File: src/include/mef_map.vh
`ifndef MEF_MAP_VH
`define MEF_MAP_VH
// message information word bit positions
`define MEF_BIT_ROLLOVER 7
`define MEF_BIT_STATUS_FLAG 6
`define MEF_BIT_LENGTH 5
`define MEF_BIT_SYNC_TYPE 4
`define MEF_BIT_INVALID_WORD 3
`define MEF_BIT_PAIR_GAP 2
`define MEF_BIT_PAIR_CMD2 1
`define MEF_BIT_CMD_CONTENT 0
`define MEF_BIT_TIMEOUT 9
`define MEF_BIT_PAIR 11
`define MEF_BIT_SUMMARY 12
`define MEF_INFO_RESET 16'h0000
// register offsets
`define MEF_REG_CONFIG 4'h0
`define MEF_REG_INFO 4'h1
`define MEF_REG_LAST 4'h2
// configuration bits
`define MEF_CFG_GAP_EN 12
`define MEF_CFG_RESET 16'h0000
// command word fields
`define MEF_CW_TR 10
`define MEF_BCAST_ADDR 5'h1f
// gap limit, ns, and clock period
`define MEF_GAP_MIN_NS 4000
`define MEF_CLK_NS 20
`define MEF_GAP_MIN_CYC ((`MEF_GAP_MIN_NS + `MEF_CLK_NS - 1) / `MEF_CLK_NS)
`endif

File: src/hdl/mef_flags.v
// Functional notes
// - set bit 7 when record storage wrapped past buffer end to base.
// - set bit 6 when any RT status word without invalid or sync fault has a status flag bit set.
// - set bit 5 when data word count differs from commanded count.
// - busy bit in status word suppresses the length error.
// - transmit command with response timeout suppresses the length error.
// - set bit 4 on wrong sync type for command, data or status word.
// - set bit 3 on invalid word: manchester, bit count or parity fault.
// - gap check enabled: set bit 2 when RT-RT status response under 4 us.
// - RT-RT: set bit 2 when either status word is invalid.
// - RT-RT: set bit 2 when status address differs from its command address.
// - RT-RT: set bit 1 when second command has T/R bit zero.
// - RT-RT: set bit 1 when second command subaddress is 0 or 31.
// - RT-RT: set bit 1 when second command repeats first command address.
// - RT-RT: set bit 1 when second command has a sync error.
// - set bit 0 on broadcast transmit non-mode command, subaddress 1 to 30.
// - set bit 0 on receive mode code command with code 0 to 15.
// - set bit 0 on broadcast transmit mode code 0, 2, 16, 18 or 19.
// - bit 12 summarises bits 5..0 except the three quiet cases.
// - set bit 9 when an RT status word misses the response timeout.
`timescale 1ns/1ps
`include "mef_map.vh"
module mef_flags #(
	parameter GAP_MIN_CYC = `MEF_GAP_MIN_CYC
) (
	input wire ref_clk,
	input wire rst,
	// decoded word stream from the bus decoder
	input wire msg_start,
	input wire msg_end,
	input wire word_valid,
	input wire [15:0] word_data,
	input wire word_cmd_sync,
	input wire word_is_cmd,
	input wire word_is_status,
	input wire word_is_data,
	input wire word_invalid,
	input wire word_sync_err,
	input wire resp_timeout,
	input wire buf_rollover,
	// register port
	input wire [3:0] reg_addr,
	input wire [15:0] reg_wdata,
	input wire reg_wr,
	input wire reg_rd,
	output reg [15:0] reg_rdata,
	// record write of finished information word
	output reg info_wr,
	output reg [15:0] info_word
);

	localparam ST_IDLE = 4'b0001;
	localparam ST_CMD1 = 4'b0010;
	localparam ST_RESP = 4'b0100;
	localparam ST_DATA = 4'b1000;

	reg [3:0] state_r;
	reg [15:0] cfg_r;
	reg [15:0] flags_r;
	reg [15:0] flags_nxt;
	reg [15:0] cmd1_r;
	reg [15:0] cmd2_r;
	reg pair_r;
	reg [5:0] data_cnt_r;
	reg [5:0] exp_cnt_r;
	reg status_cnt_r;
	reg busy_seen_r;
	reg xmit_cmd_r;
	reg [15:0] gap_cnt_r;
	reg quiet_r;
	reg [1:0] status_seen_r;

	// commanded word count, 0 means 32; mode codes carry no more than one word
	function [5:0] word_count;
		input [15:0] cw;
		begin
			if (cw[9:5] == 5'h00 || cw[9:5] == 5'h1f)
				word_count = {5'h00, cw[4]};
			else if (cw[4:0] == 5'h00)
				word_count = 6'h20;
			else
				word_count = {1'b0, cw[4:0]};
		end
	endfunction

	function is_mode;
		input [15:0] cw;
		begin
			is_mode = (cw[9:5] == 5'h00) || (cw[9:5] == 5'h1f);
		end
	endfunction

	function cmd_content_err;
		input [15:0] cw;
		reg bc;
		reg tx;
		begin
			bc = (cw[15:11] == `MEF_BCAST_ADDR);
			tx = cw[`MEF_CW_TR];
			cmd_content_err = (bc && tx && !is_mode(cw)) ||
				(bc && tx && is_mode(cw) && (cw[4:0] == 5'd0 || cw[4:0] == 5'd2 ||
				cw[4:0] == 5'd16 || cw[4:0] == 5'd18 || cw[4:0] == 5'd19));
		end
	endfunction

	function rx_mode_undef;
		input [15:0] cw;
		begin
			rx_mode_undef = !cw[`MEF_CW_TR] && is_mode(cw) && !cw[4];
		end
	endfunction

	wire gap_en = cfg_r[`MEF_CFG_GAP_EN];
	wire word_bad = word_invalid || word_sync_err;
	// a status word expected on this word: data sync where a status stands is a sync fault
	wire sync_wrong = (word_is_cmd || word_is_status) ? !word_cmd_sync : word_cmd_sync;

	always @* begin
		flags_nxt = flags_r;
		if (buf_rollover)
			flags_nxt[`MEF_BIT_ROLLOVER] = 1'b1;
		if (resp_timeout && state_r != ST_IDLE)
			flags_nxt[`MEF_BIT_TIMEOUT] = 1'b1;
		if (word_valid && state_r != ST_IDLE) begin
			if (word_invalid)
				flags_nxt[`MEF_BIT_INVALID_WORD] = 1'b1;
			if (word_sync_err || sync_wrong)
				flags_nxt[`MEF_BIT_SYNC_TYPE] = 1'b1;
			if (word_is_status && !word_bad && (word_data[10:0] & 11'h5ff) != 11'h000)
				flags_nxt[`MEF_BIT_STATUS_FLAG] = 1'b1;
			if (state_r == ST_CMD1 && word_is_cmd) begin
				flags_nxt[`MEF_BIT_PAIR] = 1'b1;
				if (!word_data[`MEF_CW_TR] || word_sync_err)
					flags_nxt[`MEF_BIT_PAIR_CMD2] = 1'b1;
				if (is_mode(word_data) || word_data[15:11] == cmd1_r[15:11])
					flags_nxt[`MEF_BIT_PAIR_CMD2] = 1'b1;
			end
			if (pair_r && word_is_status) begin
				if (word_bad)
					flags_nxt[`MEF_BIT_PAIR_GAP] = 1'b1;
				if (word_data[15:11] != (status_cnt_r ? cmd1_r[15:11] : cmd2_r[15:11]))
					flags_nxt[`MEF_BIT_PAIR_GAP] = 1'b1;
				if (gap_en && gap_cnt_r < GAP_MIN_CYC)
					flags_nxt[`MEF_BIT_PAIR_GAP] = 1'b1;
			end
		end
	end

	// summary counts all of 5..0 except the quiet cmd2/mode cases
	wire loud_err = (|flags_r[5:2]) || ((|flags_r[1:0]) && !quiet_r);
	// length mismatch, excused by busy and by a timed-out transmit
	wire len_err = (data_cnt_r != exp_cnt_r) && !busy_seen_r &&
		!(xmit_cmd_r && flags_r[`MEF_BIT_TIMEOUT]);

	always @(posedge ref_clk) begin
		if (rst) begin
			state_r <= ST_IDLE;
			cfg_r <= `MEF_CFG_RESET;
			flags_r <= `MEF_INFO_RESET;
			cmd1_r <= 16'h0000;
			cmd2_r <= 16'h0000;
			pair_r <= 1'b0;
			data_cnt_r <= 6'h00;
			exp_cnt_r <= 6'h00;
			status_cnt_r <= 1'b0;
			busy_seen_r <= 1'b0;
			xmit_cmd_r <= 1'b0;
			gap_cnt_r <= 16'h0000;
			quiet_r <= 1'b0;
			status_seen_r <= 2'b00;
			info_wr <= 1'b0;
			info_word <= `MEF_INFO_RESET;
			reg_rdata <= 16'h0000;
		end else begin
			info_wr <= 1'b0;
			if (reg_wr && reg_addr == `MEF_REG_CONFIG)
				cfg_r <= reg_wdata;
			if (reg_rd) begin
				case (reg_addr)
					`MEF_REG_CONFIG: reg_rdata <= cfg_r;
					`MEF_REG_INFO: reg_rdata <= flags_r;
					`MEF_REG_LAST: reg_rdata <= info_word;
					default: reg_rdata <= 16'h0000;
				endcase
			end
			// gap counter restarts on every word end; saturates
			if (word_valid)
				gap_cnt_r <= 16'h0000;
			else if (gap_cnt_r != 16'hffff)
				gap_cnt_r <= gap_cnt_r + 16'h0001;
			if (msg_start) begin
				state_r <= ST_CMD1;
				flags_r <= `MEF_INFO_RESET;
				if (buf_rollover)
					flags_r[`MEF_BIT_ROLLOVER] <= 1'b1;
				cmd1_r <= word_data;
				pair_r <= 1'b0;
				data_cnt_r <= 6'h00;
				exp_cnt_r <= word_count(word_data);
				status_cnt_r <= 1'b0;
				busy_seen_r <= 1'b0;
				xmit_cmd_r <= word_data[`MEF_CW_TR];
				status_seen_r <= 2'b00;
				flags_r[`MEF_BIT_CMD_CONTENT] <= cmd_content_err(word_data) ||
					rx_mode_undef(word_data);
				flags_r[`MEF_BIT_SYNC_TYPE] <= !word_cmd_sync || word_sync_err;
				flags_r[`MEF_BIT_INVALID_WORD] <= word_invalid;
				quiet_r <= rx_mode_undef(word_data) && !cmd_content_err(word_data);
			end else if (msg_end && state_r != ST_IDLE) begin
				// close the record: fold in length and summary
				state_r <= ST_IDLE;
				info_wr <= 1'b1;
				info_word <= flags_nxt | ({15'h0000, len_err} << `MEF_BIT_LENGTH) |
					({15'h0000, loud_err || len_err} << `MEF_BIT_SUMMARY);
				flags_r <= flags_nxt;
			end else begin
				flags_r <= flags_nxt;
				case (state_r)
					ST_IDLE: begin
					end
					ST_CMD1: begin
						if (word_valid && word_is_cmd) begin
							pair_r <= 1'b1;
							cmd2_r <= word_data;
							xmit_cmd_r <= 1'b1;
							// quiet only when cmd2 fault is address or mode alone
							if (!word_data[`MEF_CW_TR] || word_sync_err)
								quiet_r <= 1'b0;
							else if (is_mode(word_data) || word_data[15:11] == cmd1_r[15:11])
								quiet_r <= !flags_r[`MEF_BIT_CMD_CONTENT] || quiet_r;
							state_r <= ST_RESP;
						end else if (word_valid) begin
							state_r <= ST_DATA;
						end
						if (word_valid && word_is_data)
							data_cnt_r <= data_cnt_r + 6'h01;
						if (word_valid && word_is_status) begin
							status_seen_r <= status_seen_r + 2'b01;
							busy_seen_r <= busy_seen_r || word_data[3];
						end
					end
					ST_RESP, ST_DATA: begin
						if (word_valid && word_is_data && data_cnt_r != 6'h3f)
							data_cnt_r <= data_cnt_r + 6'h01;
						if (word_valid && word_is_status) begin
							status_cnt_r <= 1'b1;
							status_seen_r <= status_seen_r + 2'b01;
							busy_seen_r <= busy_seen_r || word_data[3];
						end
					end
					default: state_r <= ST_IDLE;
				endcase
			end
		end
	end

endmodule

File: config.mk
export PLATFORM = sky130hd
export DESIGN_NAME = mef_flags
export DESIGN_NICKNAME = d
export VERILOG_FILES = /design/src/hdl/mef_flags.v
export VERILOG_INCLUDE_DIRS = /design/src /design/src/include
export SDC_FILE = /design/constraint.sdc
export NUM_CORES = 1
export LEC_CHECK = 0
export ABC_AREA = 1
export BUFFER_PORTS_ARGS = -buffer_cell sky130_fd_sc_hd__buf_2
export CORE_UTILIZATION = 45
export DETAILED_ROUTE_END_ITERATION = 16
export PLACE_DENSITY = 0.66
export SLEW_MARGIN = 20
export SYNTH_ARGS = -nofsm -noshare
export SYNTH_HDL_FRONTEND = slang
export SYNTH_SLANG_ARGS = --single-unit
File: constraint.sdc
create_clock -name ref_clk -period 1.8 [get_ports ref_clk]
set_input_delay 0.27 -clock ref_clk [delete_from_list [all_inputs] [get_ports ref_clk]]
set_output_delay 0.27 -clock ref_clk [all_outputs]
set_load 0.02 [all_outputs]
=== After elaboration in Yosys (flattened, before gate mapping) ===
Cells that the tools add are included.
W data, S select, Z words.

* Bits in read-only memories: 0
* Output and inout port bits: 33
* RAM bits: 0
* Bits in latches: 0
* Memories: 0
* Input bits: 51
* Register bits after elaboration: 127

* Eq/ne operators: 24
* Reduce and logical (&&, ||, !) cells: 77
* Mux-type cells: 42
* $add $sub $neg: 2
* Div/mod/pow operators: 0
* Bitwise gates (word level): 5
* Magnitude comparators: 1
* Multiply operators: 0
* Shift-type cells: 0

{| class="wikitable"
|+ Operators by type and width
! operator !! number
|-
| $pmux W16 S3 || 1
|-
| $mux W1 || 28
|-
| $eq A5 B5 Y1 const B || 5
|-
| $logic_and A1 B1 Y1 || 24
|-
| $mux W6 || 4
|-
| $logic_or A1 B1 Y1 || 17
|-
| $add A16 B1 Y16 const B || 1
|-
| $lt A16 B8 Y1 const B || 1
|-
| $ne A16 B16 Y1 const B || 1
|-
| $or A12 B13 Y13 || 1
|-
| $mux W4 || 3
|-
| $or A12 B6 Y12 || 1
|-
| $pmux W6 S2 || 1
|-
| $reduce_and A3 Y1 || 4
|-
| $reduce_and A4 Y1 || 3
|-
| $reduce_or A3 Y1 || 4
|-
| $reduce_bool A11 Y1 || 1
|-
| $logic_not A1 Y1 || 10
|-
| $logic_not A5 Y1 || 2
|-
| $eq A4 B1 Y1 const B || 2
|-
| $eq A4 B2 Y1 const B || 2
|-
| $mux W8 || 1
|-
| $pmux W4 S2 || 1
|-
| $reduce_or A2 Y1 || 4
|-
| 21 further kinds || 29
|}

=== Depth between registers and ports, before layout ===
Gate-level depths: netlist (run 1).

* Depth after elaboration: 10
* Depth in mapped cells: 12
* Mapped depth without buffers: 12

=== Worst setup path after synthesis (run 1) ===
No wires, ideal clock.

* Path type: register to register
* Start: reg gap_cnt_r[0]
* End: reg gap_cnt_r[1]
* Cell stages (with the launch flop): 9
* Period minus slack after synthesis: 1.401 ns
* Path slack: 0.399 ns
* Setup time: 0.121 ns
* Arrival: 1.280 ns
* Cells stage by stage: dfxtp_1 ha_1 nand2_1 nor2_1 nand4_1 nor2_4 inv_2 nand2_1 a21oi_1

* Longest elaborated chain between the ends: 1
* Elaborated cells on any way between the ends: 2
* Those cells by class: add/sub: 1; eq/ne: 1

{| class="wikitable"
|+ RTL lines
! element !! line !! RTL
|-
| start: declaration || mef_flags.v:69 || <nowiki>reg [15:0] gap_cnt_r;</nowiki>
|-
| start signal: assignment || mef_flags.v:190 || <nowiki>gap_cnt_r <= gap_cnt_r + 16'h0001;</nowiki>
|-
| $add A16 B1 Y16 / $ne A16 B16 Y1 (equally long branches) || mef_flags.v:190, mef_flags.v:189 ||
|}

Several ways; a longest one is shown, not always the timed one.
A chain may end at the register's enable or synchronous reset.

=== Worst setup path after layout (run 1) ===
* Start: reg gap_cnt_r[0]
* End: reg gap_cnt_r[13]

Same word-level chain as after synthesis.

==> flow_summary.toml, run 1 <==
[pwr]
ir_drop_mv = 0.510
p_per_area_nw_per_um2 = 830
p_leak_nw = 2.48

[detailed_routing]
routedWlPerCell_um = 13.1
wl_met3_um = 630
remaining_drc_errors = 0
drt_iter0_drc = 196
routed_wl_um = 11800
drt_pass1_iterations = 6
drt.antenna.violating_nets = 0
wl_met2_um = 5700
num_vias = 4632
top_layer_used = "met4"
wl_met1_um = 5360
vias_per_cell = 5.14

[critical_path]
cpMostUsedCell = "nand2_1"
crit_fanout = 7
crit_start = "gap_cnt_r[0]$_SDFFE_PP0P_"
arrival_ns = 1.95
crit_path_start_kind = "flip-flop"
worst_setup_path_end_kind = "flip-flop"
slowest_stage = "dfxtp_1"
cp-endpoint = "gap_cnt_r[13]$_SDFFE_PP0P_"
r2r-end = "gap_cnt_r[13]$_SDFFE_PP0P_"
reg2reg_from = "gap_cnt_r[0]$_SDFFE_PP0P_"
regToRegSetupSlack_ns = 0.18
cp_cell_sequence = "ha_1 -> nand2_1 -> nor2_1 -> nand4_1 -> nor2_4 -> inv_2 -> nand3_1 -> nand2_1 -> inv_1"
cp.required_ns = 2.13
max_stage_delay_ns = 0.42
crit_type = "flip-flop to flip-flop"
reg2reg_depth = 9

[timing]
fin_skew_ns = 0.0129
hold_viol_final = 0
fin_ws_ns = 0.185
rsz0062_at_grt = "false"
fin_tns_setup_ns = 0
clock.fmax_mhz = 619
drv_slew = 0
setup_viol = 0
min_period_over_period_pct = 89.7
whs_ns = 0.133
timing.final.crit_period_ns = 1.62

[clock_network]
cts-root-buf = "clkbuf_8"
cts_resized = 0
ctsHoldBuffers = 0
path_clk_slew_ns = 0.10
htreeDepth = 3
cts_num_sinks = 100
cts_tree = "yes"
clk_latency_ns = 0.38
cts_setup_buffers = 0
clock_path_buffers = 2
cts_buffers = 9

[global_route]
grt_pass1_wl_um = 19900
gr-total-overflow = 0
grt_pass1_vias = 4228
grt_usage_pct = 22.5
grt_start_max_net_pins = 29
antenna_found_initial = 0

[logic_synthesis]
synthDistinctLibCells = 45
synth_area_per_cell_um2 = 7.03
syn_area_um2 = 4800
netlist_instances = 683
synth_edf_count = 0
ys_seq_area_share_pct = 41.7
yosysTopAreaCellShare_pct = 41.7
ys_warn_count = 0
yosys-top-cells-area = "dfxtp_1 (42%), nand2_1 (12%), inv_1 (7.4%), a21oi_1 (6.6%), o21ai_0 (5.2%)"
yosys.area.top_type = "dfxtp_1"
ys_ff_latch = 100
synth_ff_type = "dfxtp_1"
async_reset_ff_share_pct = 0

[die]
initial_core_util_pct = 46.5
die_width_um = 105
rows = 37
die_area_um2 = 11100
die_h_um = 105
ios = 84
core_um2 = 10300

[cells_and_area]
final_cell_mix = "nand2_1 (151), dfxtp_1 (100), inv_1 (95)"
diodes = 0
layout-drive-gt1-share_pct = 16.3
syn_to_final_growth_pct = 16.6
fin_nets = 813
layout.cells.most_common = "nand2_1"

[place]
post-place-ws_ns = 0.192
hpwl_um = 8990
place_congestion = 0.842
io_buffers = 78

[run_status]
outcome = "complete, no violations"

[min_path]
hold_class = "input port to flip-flop"

[flow_run]
drv_cap = 0
## per-layer routing
layer / up-vias / GRT usage (%)
met5: - / 0
met4: 0 / 6.44
met3: 11 / 5.57
met2: 116 / 37.2
met1: 2141 / 29.0
li1: 2364 / -
## kinds of logic (layout without fill, tap and decap cells)
group,after synthesis,in the layout,synth area share [%]
DFF,100,100,41.7
buffers and inverters,125,203,10.7
and+or+nand+nor,290,290,27.0
AOI/OAI and AO/OA,147,147,16.7
other,1,5,0.0781
xor gates and xnor gates,18,18,3.28
adders and majority gates,2,2,0.521
## how the worst min path moves through the flow
stage	slack, ns	to	from	cells after the start
2_1_floorplan	0.39	flags_r[7]$_SDFF_PP0_	buf_rollover	2
5_1_grt	0.11	flags_r[7]$_SDFF_PP0_	buf_rollover	3
6_report	0.13	flags_r[7]$_SDFF_PP0_	buf_rollover	3
4_1_cts	0.12	flags_r[7]$_SDFF_PP0_	buf_rollover	3
3_5_place_dp	0.44	cmd2_r[13]$_SDFFE_PP0P_	cmd2_r[13]$_SDFFE_PP0P_	2
3_3_place_gp	0.43	cmd2_r[14]$_SDFFE_PP0P_	cmd2_r[14]$_SDFFE_PP0P_	2
## worst max-delay path: cells and delay by family, from the launching register on
family	cells	cell delay [ns]
adder cells (fa/ha/maj)	1	0.21
AND/OR/NAND/NOR	6	0.79
buffers and inverters	2	0.15
flip-flops	1	0.42
## state kept, by name, indices dropped and copies added (netlist names)
signal	cells
info_word	11
exp_cnt_r	6
xmit_cmd_r	1
pair_r	1
quiet_r	1
cmd1_r	5
gap_cnt_r	16
reg_rdata	16
info_wr	1
state_r	4
status_cnt_r	1
busy_seen_r	1
flags_r	9
cfg_r	16
cmd2_r	5
data_cnt_r	6
## report_power, final
group | internal, mW | switching, mW
clock network | 1.10 | 0.787
logic | 0.157 | 0.290
registers | 2.27 | 0.0431
## area by class of cell
cell class	count	area [µm²]
Fill cell	1012	4720
Clock buffer	10	138
Sequential cell	100	2000
Multi-Input combinational cell	462	2300
Inverter	101	380
Timing Repair Buffer	86	475
Tap cell	136	170
Clock inverter	6	135
## Yosys cell counts (all sizes together) (3+ instances only)
library cell	n
inv	98
o22ai	10
xor2	10
buf	12
nor3	12
a31oi	6
clkinv	3
o31ai	3
a21oi	63
nand3b	5
nand2	156
nand3	45
clkbuf	12
dfxtp	100
nand4	6
or2	4
o21ai	53
nor2	60
o221ai	4
xnor2	8
## metrics by stage
step	cells	total power [mW]	util, %	cell area [µm²]
3_5_place_dp	885	2.81	51.6	5330
2_1_floorplan	687	2.64	-	4820
5_1_grt	901	4.85	54.3	5600
3_3_place_gp	885	2.80	51.6	5330
4_1_cts	901	4.68	54.3	5600
6_report	901	4.65	54.3	5600
Power figures use the tool's default switching activity.
==> run 2: changes to the inputs <==
- CORE_MARGIN: not set -> 4
==> run 2 against run 1 <==
Compared with the run above:
- setup slack better by 0.016 ns
- fmax is 1.0% higher
- critical path depth stayed put
- sequential share of layout area is 0.34 points higher
- core utilization is 0.72 points lower
- clock-buffer cell count is 1 higher
- critical path type unchanged
- critical endpoint unchanged
==> flow_summary.toml, run 2 (synthesized netlist as in run 1, its figures left out) <==
[run_status]
outcome = "complete, no violations"

[timing]
timing.final.crit_period_ns = 1.60
whs_ns = 0.150
fin_tns_setup_ns = 0
fin_skew_ns = 0.00805
min_period_over_period_pct = 88.8
clock.fmax_mhz = 625
drv_slew = 0
rsz0062_at_grt = "false"
setup_viol = 0
hold_viol_final = 0

[critical_path]
worst_setup_path_end_kind = "flip-flop"
crit_type = "flip-flop to flip-flop"
regToRegSetupSlack_ns = 0.20
arrival_ns = 1.91
crit_path_start_kind = "flip-flop"
crit_fanout = 6
cp.required_ns = 2.12

[detailed_routing]
num_vias = 4588
drt.antenna.violating_nets = 0
drt_iter0_drc = 246
routedWlPerCell_um = 13.4
vias_per_cell = 5.07
routed_wl_um = 12100
drt_pass1_iterations = 5
remaining_drc_errors = 0

[die]
die_width_um = 111
ios = 84
rows = 37
die_area_um2 = 12400
core_um2 = 10400
initial_core_util_pct = 46.3
die_h_um = 111

[flow_run]
drv_cap = 0

[min_path]
hold_class = "input port to flip-flop"

[cells_and_area]
register_area_um2 = 2000
fin_area_um2 = 5550
syn_to_final_growth_pct = 15.6
top_regs = "cfg_r x16, gap_cnt_r x16, reg_rdata x16"
fin_nets = 817
diodes = 0
fill_cells = 1037
final_cell_mix = "nand2_1 (151), dfxtp_1 (99), inv_1 (95)"
utilization_pct = 53.5
multi_input_area_um2 = 2300
layout-drive-gt1-share_pct = 17.0
layout.cells.most_common = "nand2_1"

[place]
place_congestion = 0.834
place_area_um2 = 5330
hpwl_um = 9280
io_buffers = 78

[global_route]
antenna_found_initial = 0
grt_pass1_vias = 4357
gr-total-overflow = 0
grt_usage_pct = 19.7
grt_start_max_net_pins = 33
grt_pass1_wl_um = 20300

[pwr]
ir_drop_mv = 0.569
p_total_mw = 4.22
p_leak_nw = 2.47
p_per_area_nw_per_um2 = 761

[clock_network]
cts_buffers = 9
htreeDepth = 3
ctsHoldBuffers = 0
clock_path_buffers = 2
cts_tree = "yes"
cts_num_sinks = 100
path_clk_slew_ns = 0.09
clk_latency_ns = 0.36
cts-root-buf = "clkbuf_8"
-- run 2: changes by cell type in the layout (fill, tap and decap cells not counted) --
cell,previous run,this run
bufinv_16,4,1
dfxtp_1,100,99
buf_4,6,11
nor2_1,54,53
buf_12,2,1
clkinvlp_4,2,0
clkbuf_8,10,11
dfxtp_2,0,1
clkinv_2,1,5
nor2_2,3,4
-- run 2: critical path: stages (launching register included) --
cell	delay (ns)
dfxtp_1	0.39
ha_1	0.21
nand2_1	0.09
nor2_1	0.15
nand4_1	0.19
nor2_4	0.22
inv_2	0.09
nand3_1	0.09
nand2_1	0.06
inv_1	0.05
-- run 2: worst paths after layout --
kind                                   from                         end  cells after the start
setup reg to reg  gap_cnt_r[1]$_SDFFE_PP0P_  gap_cnt_r[13]$_SDFFE_PP0P_                      9
setup / recovery  gap_cnt_r[1]$_SDFFE_PP0P_  gap_cnt_r[13]$_SDFFE_PP0P_                      9
hold / removal                 buf_rollover       flags_r[7]$_SDFF_PP0_                      3
hold reg to reg     cmd2_r[13]$_SDFFE_PP0P_     cmd2_r[13]$_SDFFE_PP0P_                      2
-- run 2: final cells by class --
| cell class | count | share of cell area [%] |
|---|---|---|
| Clock buffer | 11 | 2.73 |
| Timing Repair Buffer | 90 | 8.88 |
| Clock inverter | 5 | 0.902 |
| Sequential cell | 100 | 36.1 |
| Inverter | 101 | 6.85 |
| Multi-Input combinational cell | 462 | 41.5 |
| Tap cell | 136 | 3.07 |
-- run 2: power by group --
part | internal, mW | leakage [nW] | switching [mW]
combinational | 0.157 | 1.55 | 0.289
clock | 0.710 | 0.109 | 0.753
sequential | 2.27 | 0.813 | 0.0429
total | 3.14 | 2.47 | 1.08
-- run 2: timing repair --
item | in CTS | in global routing
setup buffers | 0 | 2
endpoints found under the setup margin | 0 | 8
resized for setup | 0 | 2
endpoints found under the hold margin | 0 | 0
-- run 2: stage by stage --
step | instances | setup slack (ns)
after CTS | 903 | 0.147
final | 905 | 0.201
after global placement | 887 | 0.149
after global routing | 905 | 0.00145
after detailed placement | 887 | 0.161
after floorplan | 687 | 0.399
-- run 2: layer usage --
metal / part of all wire [%] / global-route usage, %
met5: 0 / 0
met4: 1.1 / 4.70
met3: 5.3 / 4.64
met2: 48 / 33.3
met1: 45 / 25.5
==> run 3: changes to the inputs <==
- RECOVER_POWER: not set -> 50
==> run 3 against run 2 <==
Compared with the run above:
- final area down 1.1%
- sequential power about the same
- first-iteration DRC count rose by 17%
- clock-buffer cell count unchanged
- highest routed layer unchanged
==> flow_summary.toml, run 3 (synthesized netlist as in run 1, its figures left out) <==
[cells_and_area]
diodes = 0
layout.cells.most_common = "nand2_1"
fin_nets = 817
utilization_pct = 52.9
fill_cells = 1054
layout-drive-gt1-share_pct = 13.1
final_cell_mix = "nand2_1 (151), dfxtp_1 (99), inv_1 (95)"
top_regs = "cfg_r x16, gap_cnt_r x16, reg_rdata x16"
syn_to_final_growth_pct = 14.3
layout.cells.non_filler = 905

[global_route]
antenna_found_initial = 0
grt_pass1_wl_um = 20300
grt_pass1_vias = 4357
grt_start_max_net_pins = 33
grt_usage_pct = 19.7
gr-total-overflow = 0

[flow_run]
drv_cap = 0

[detailed_routing]
routedWlPerCell_um = 13.5
routed_wl_um = 12200
num_vias = 4576
drt_pass1_iterations = 5
drt_iter0_drc = 288
remaining_drc_errors = 0
vias_per_cell = 5.06
drt.antenna.violating_nets = 0

[place]
hpwl_um = 9280
dp_cells = 887
io_buffers = 78
place_congestion = 0.834

[die]
rows = 37
die_area_um2 = 12400
die_h_um = 111
initial_core_util_pct = 46.3
ios = 84
die_width_um = 111
core_um2 = 10400

[run_status]
outcome = "complete, no violations"

[critical_path]
crit_path_start_kind = "flip-flop"
crit_type = "flip-flop to flip-flop"
path_delay_family = "simple AND/OR/NAND/NOR gates"
worst-path-stages = 8
reg2reg_depth = 8
cp.buffers_inverters = 3
cp_cell_sequence = "inv_1 -> nand3_1 -> nand2_2 -> nor2_2 -> buf_4 -> nand3_1 -> nand2_1 -> inv_1"
arrival_ns = 1.88
crit_fanout = 7
cp.required_ns = 2.07
worst_setup_path_end_kind = "flip-flop"
max_stage_delay_ns = 0.38
regToRegSetupSlack_ns = 0.18
slowest_stage = "dfxtp_1"

[clock_network]
clock_path_buffers = 2
htreeDepth = 3
ctsHoldBuffers = 0
cts_buffers = 9
cts-root-buf = "clkbuf_8"
clk_latency_ns = 0.36
path_clk_slew_ns = 0.09
cts_num_sinks = 100
cts_tree = "yes"

[timing]
fin_tns_setup_ns = 0
clock.fmax_mhz = 619
whs_ns = 0.153
timing.final.crit_period_ns = 1.62
drv_slew = 0
min_period_over_period_pct = 89.8
setup_viol = 0
tightest_slew_ns = 0.827
fin_skew_ns = 0.00836
hold_viol_final = 0
rsz0062_at_grt = "false"
relSlewSlack_pct = 44.9

[pwr]
p_leak_nw = 2.34
ir_drop_mv = 0.573
p_per_area_nw_per_um2 = 768

[min_path]
whs_path_depth = 3
hold_class = "input port to flip-flop"
-- run 3: cell count changes in the layout (fill, tap and decap cells not counted), sizes merged --
cell    delta
clkbuf    +29
buf       -29
-- run 3: path summary, 6_finish.rpt --
path                                         startpoint                    endpoint
worst min register to register  cmd2_r[13]$_SDFFE_PP0P_     cmd2_r[13]$_SDFFE_PP0P_
worst max-delay path            state_r[1]$_SDFFE_PP0P_  info_word[12]$_SDFFE_PP0P_
worst min-delay path                       buf_rollover       flags_r[7]$_SDFF_PP0_
worst max register to register  state_r[1]$_SDFFE_PP0P_  info_word[12]$_SDFFE_PP0P_
-- run 3: layer usage --
layer | wire length, µm | vias to the layer above | GRT usage [%]
met5 | 0 | - | 0
met4 | 136 | 0 | 4.70
met3 | 566 | 11 | 4.64
met2 | 5870 | 101 | 33.3
met1 | 5600 | 2104 | 25.5
li1 | - | 2360 | -
-- run 3: power by group --
group | switching, mW | internal (mW)
sequential | 0.0434 | 2.27
combinational | 0.290 | 0.148
clock | 0.757 | 0.710
-- run 3: cell type report --
class,instances,area (µm²),share of cell area (%)
timing repair buffer,90,437,7.95
sequential,100,2000,36.5
clock buffer,11,151,2.76
inverter,101,380,6.93
clock inverter,5,50.0,0.912
tap,136,170,3.10
multi-input combinational,462,2300,41.9
-- run 3: timing repair --
| action | 4_1_cts | 5_1_grt |
|---|---|---|
| endpoints found under the setup margin | 0 | 8 |
| buffers inserted | 0 | 2 |
| hold endpoints to repair | 0 | 0 |
| gates resized for setup | 0 | 2 |
-- run 3: tightest hold or removal path: stages --
cell     delay [ns]
buf_2          0.10
a21oi_1        0.04
nor2_1         0.07
-- run 3: stage by stage --
stage	power, mW	instance area, µm²	setup slack, ns
after floorplan	2.64	4820	0.399
after global placement	2.80	5330	0.149
after detailed placement	2.81	5330	0.161
after CTS	4.26	5530	0.147
after global routing	4.41	5490	0.00145
final	4.22	5490	0.184
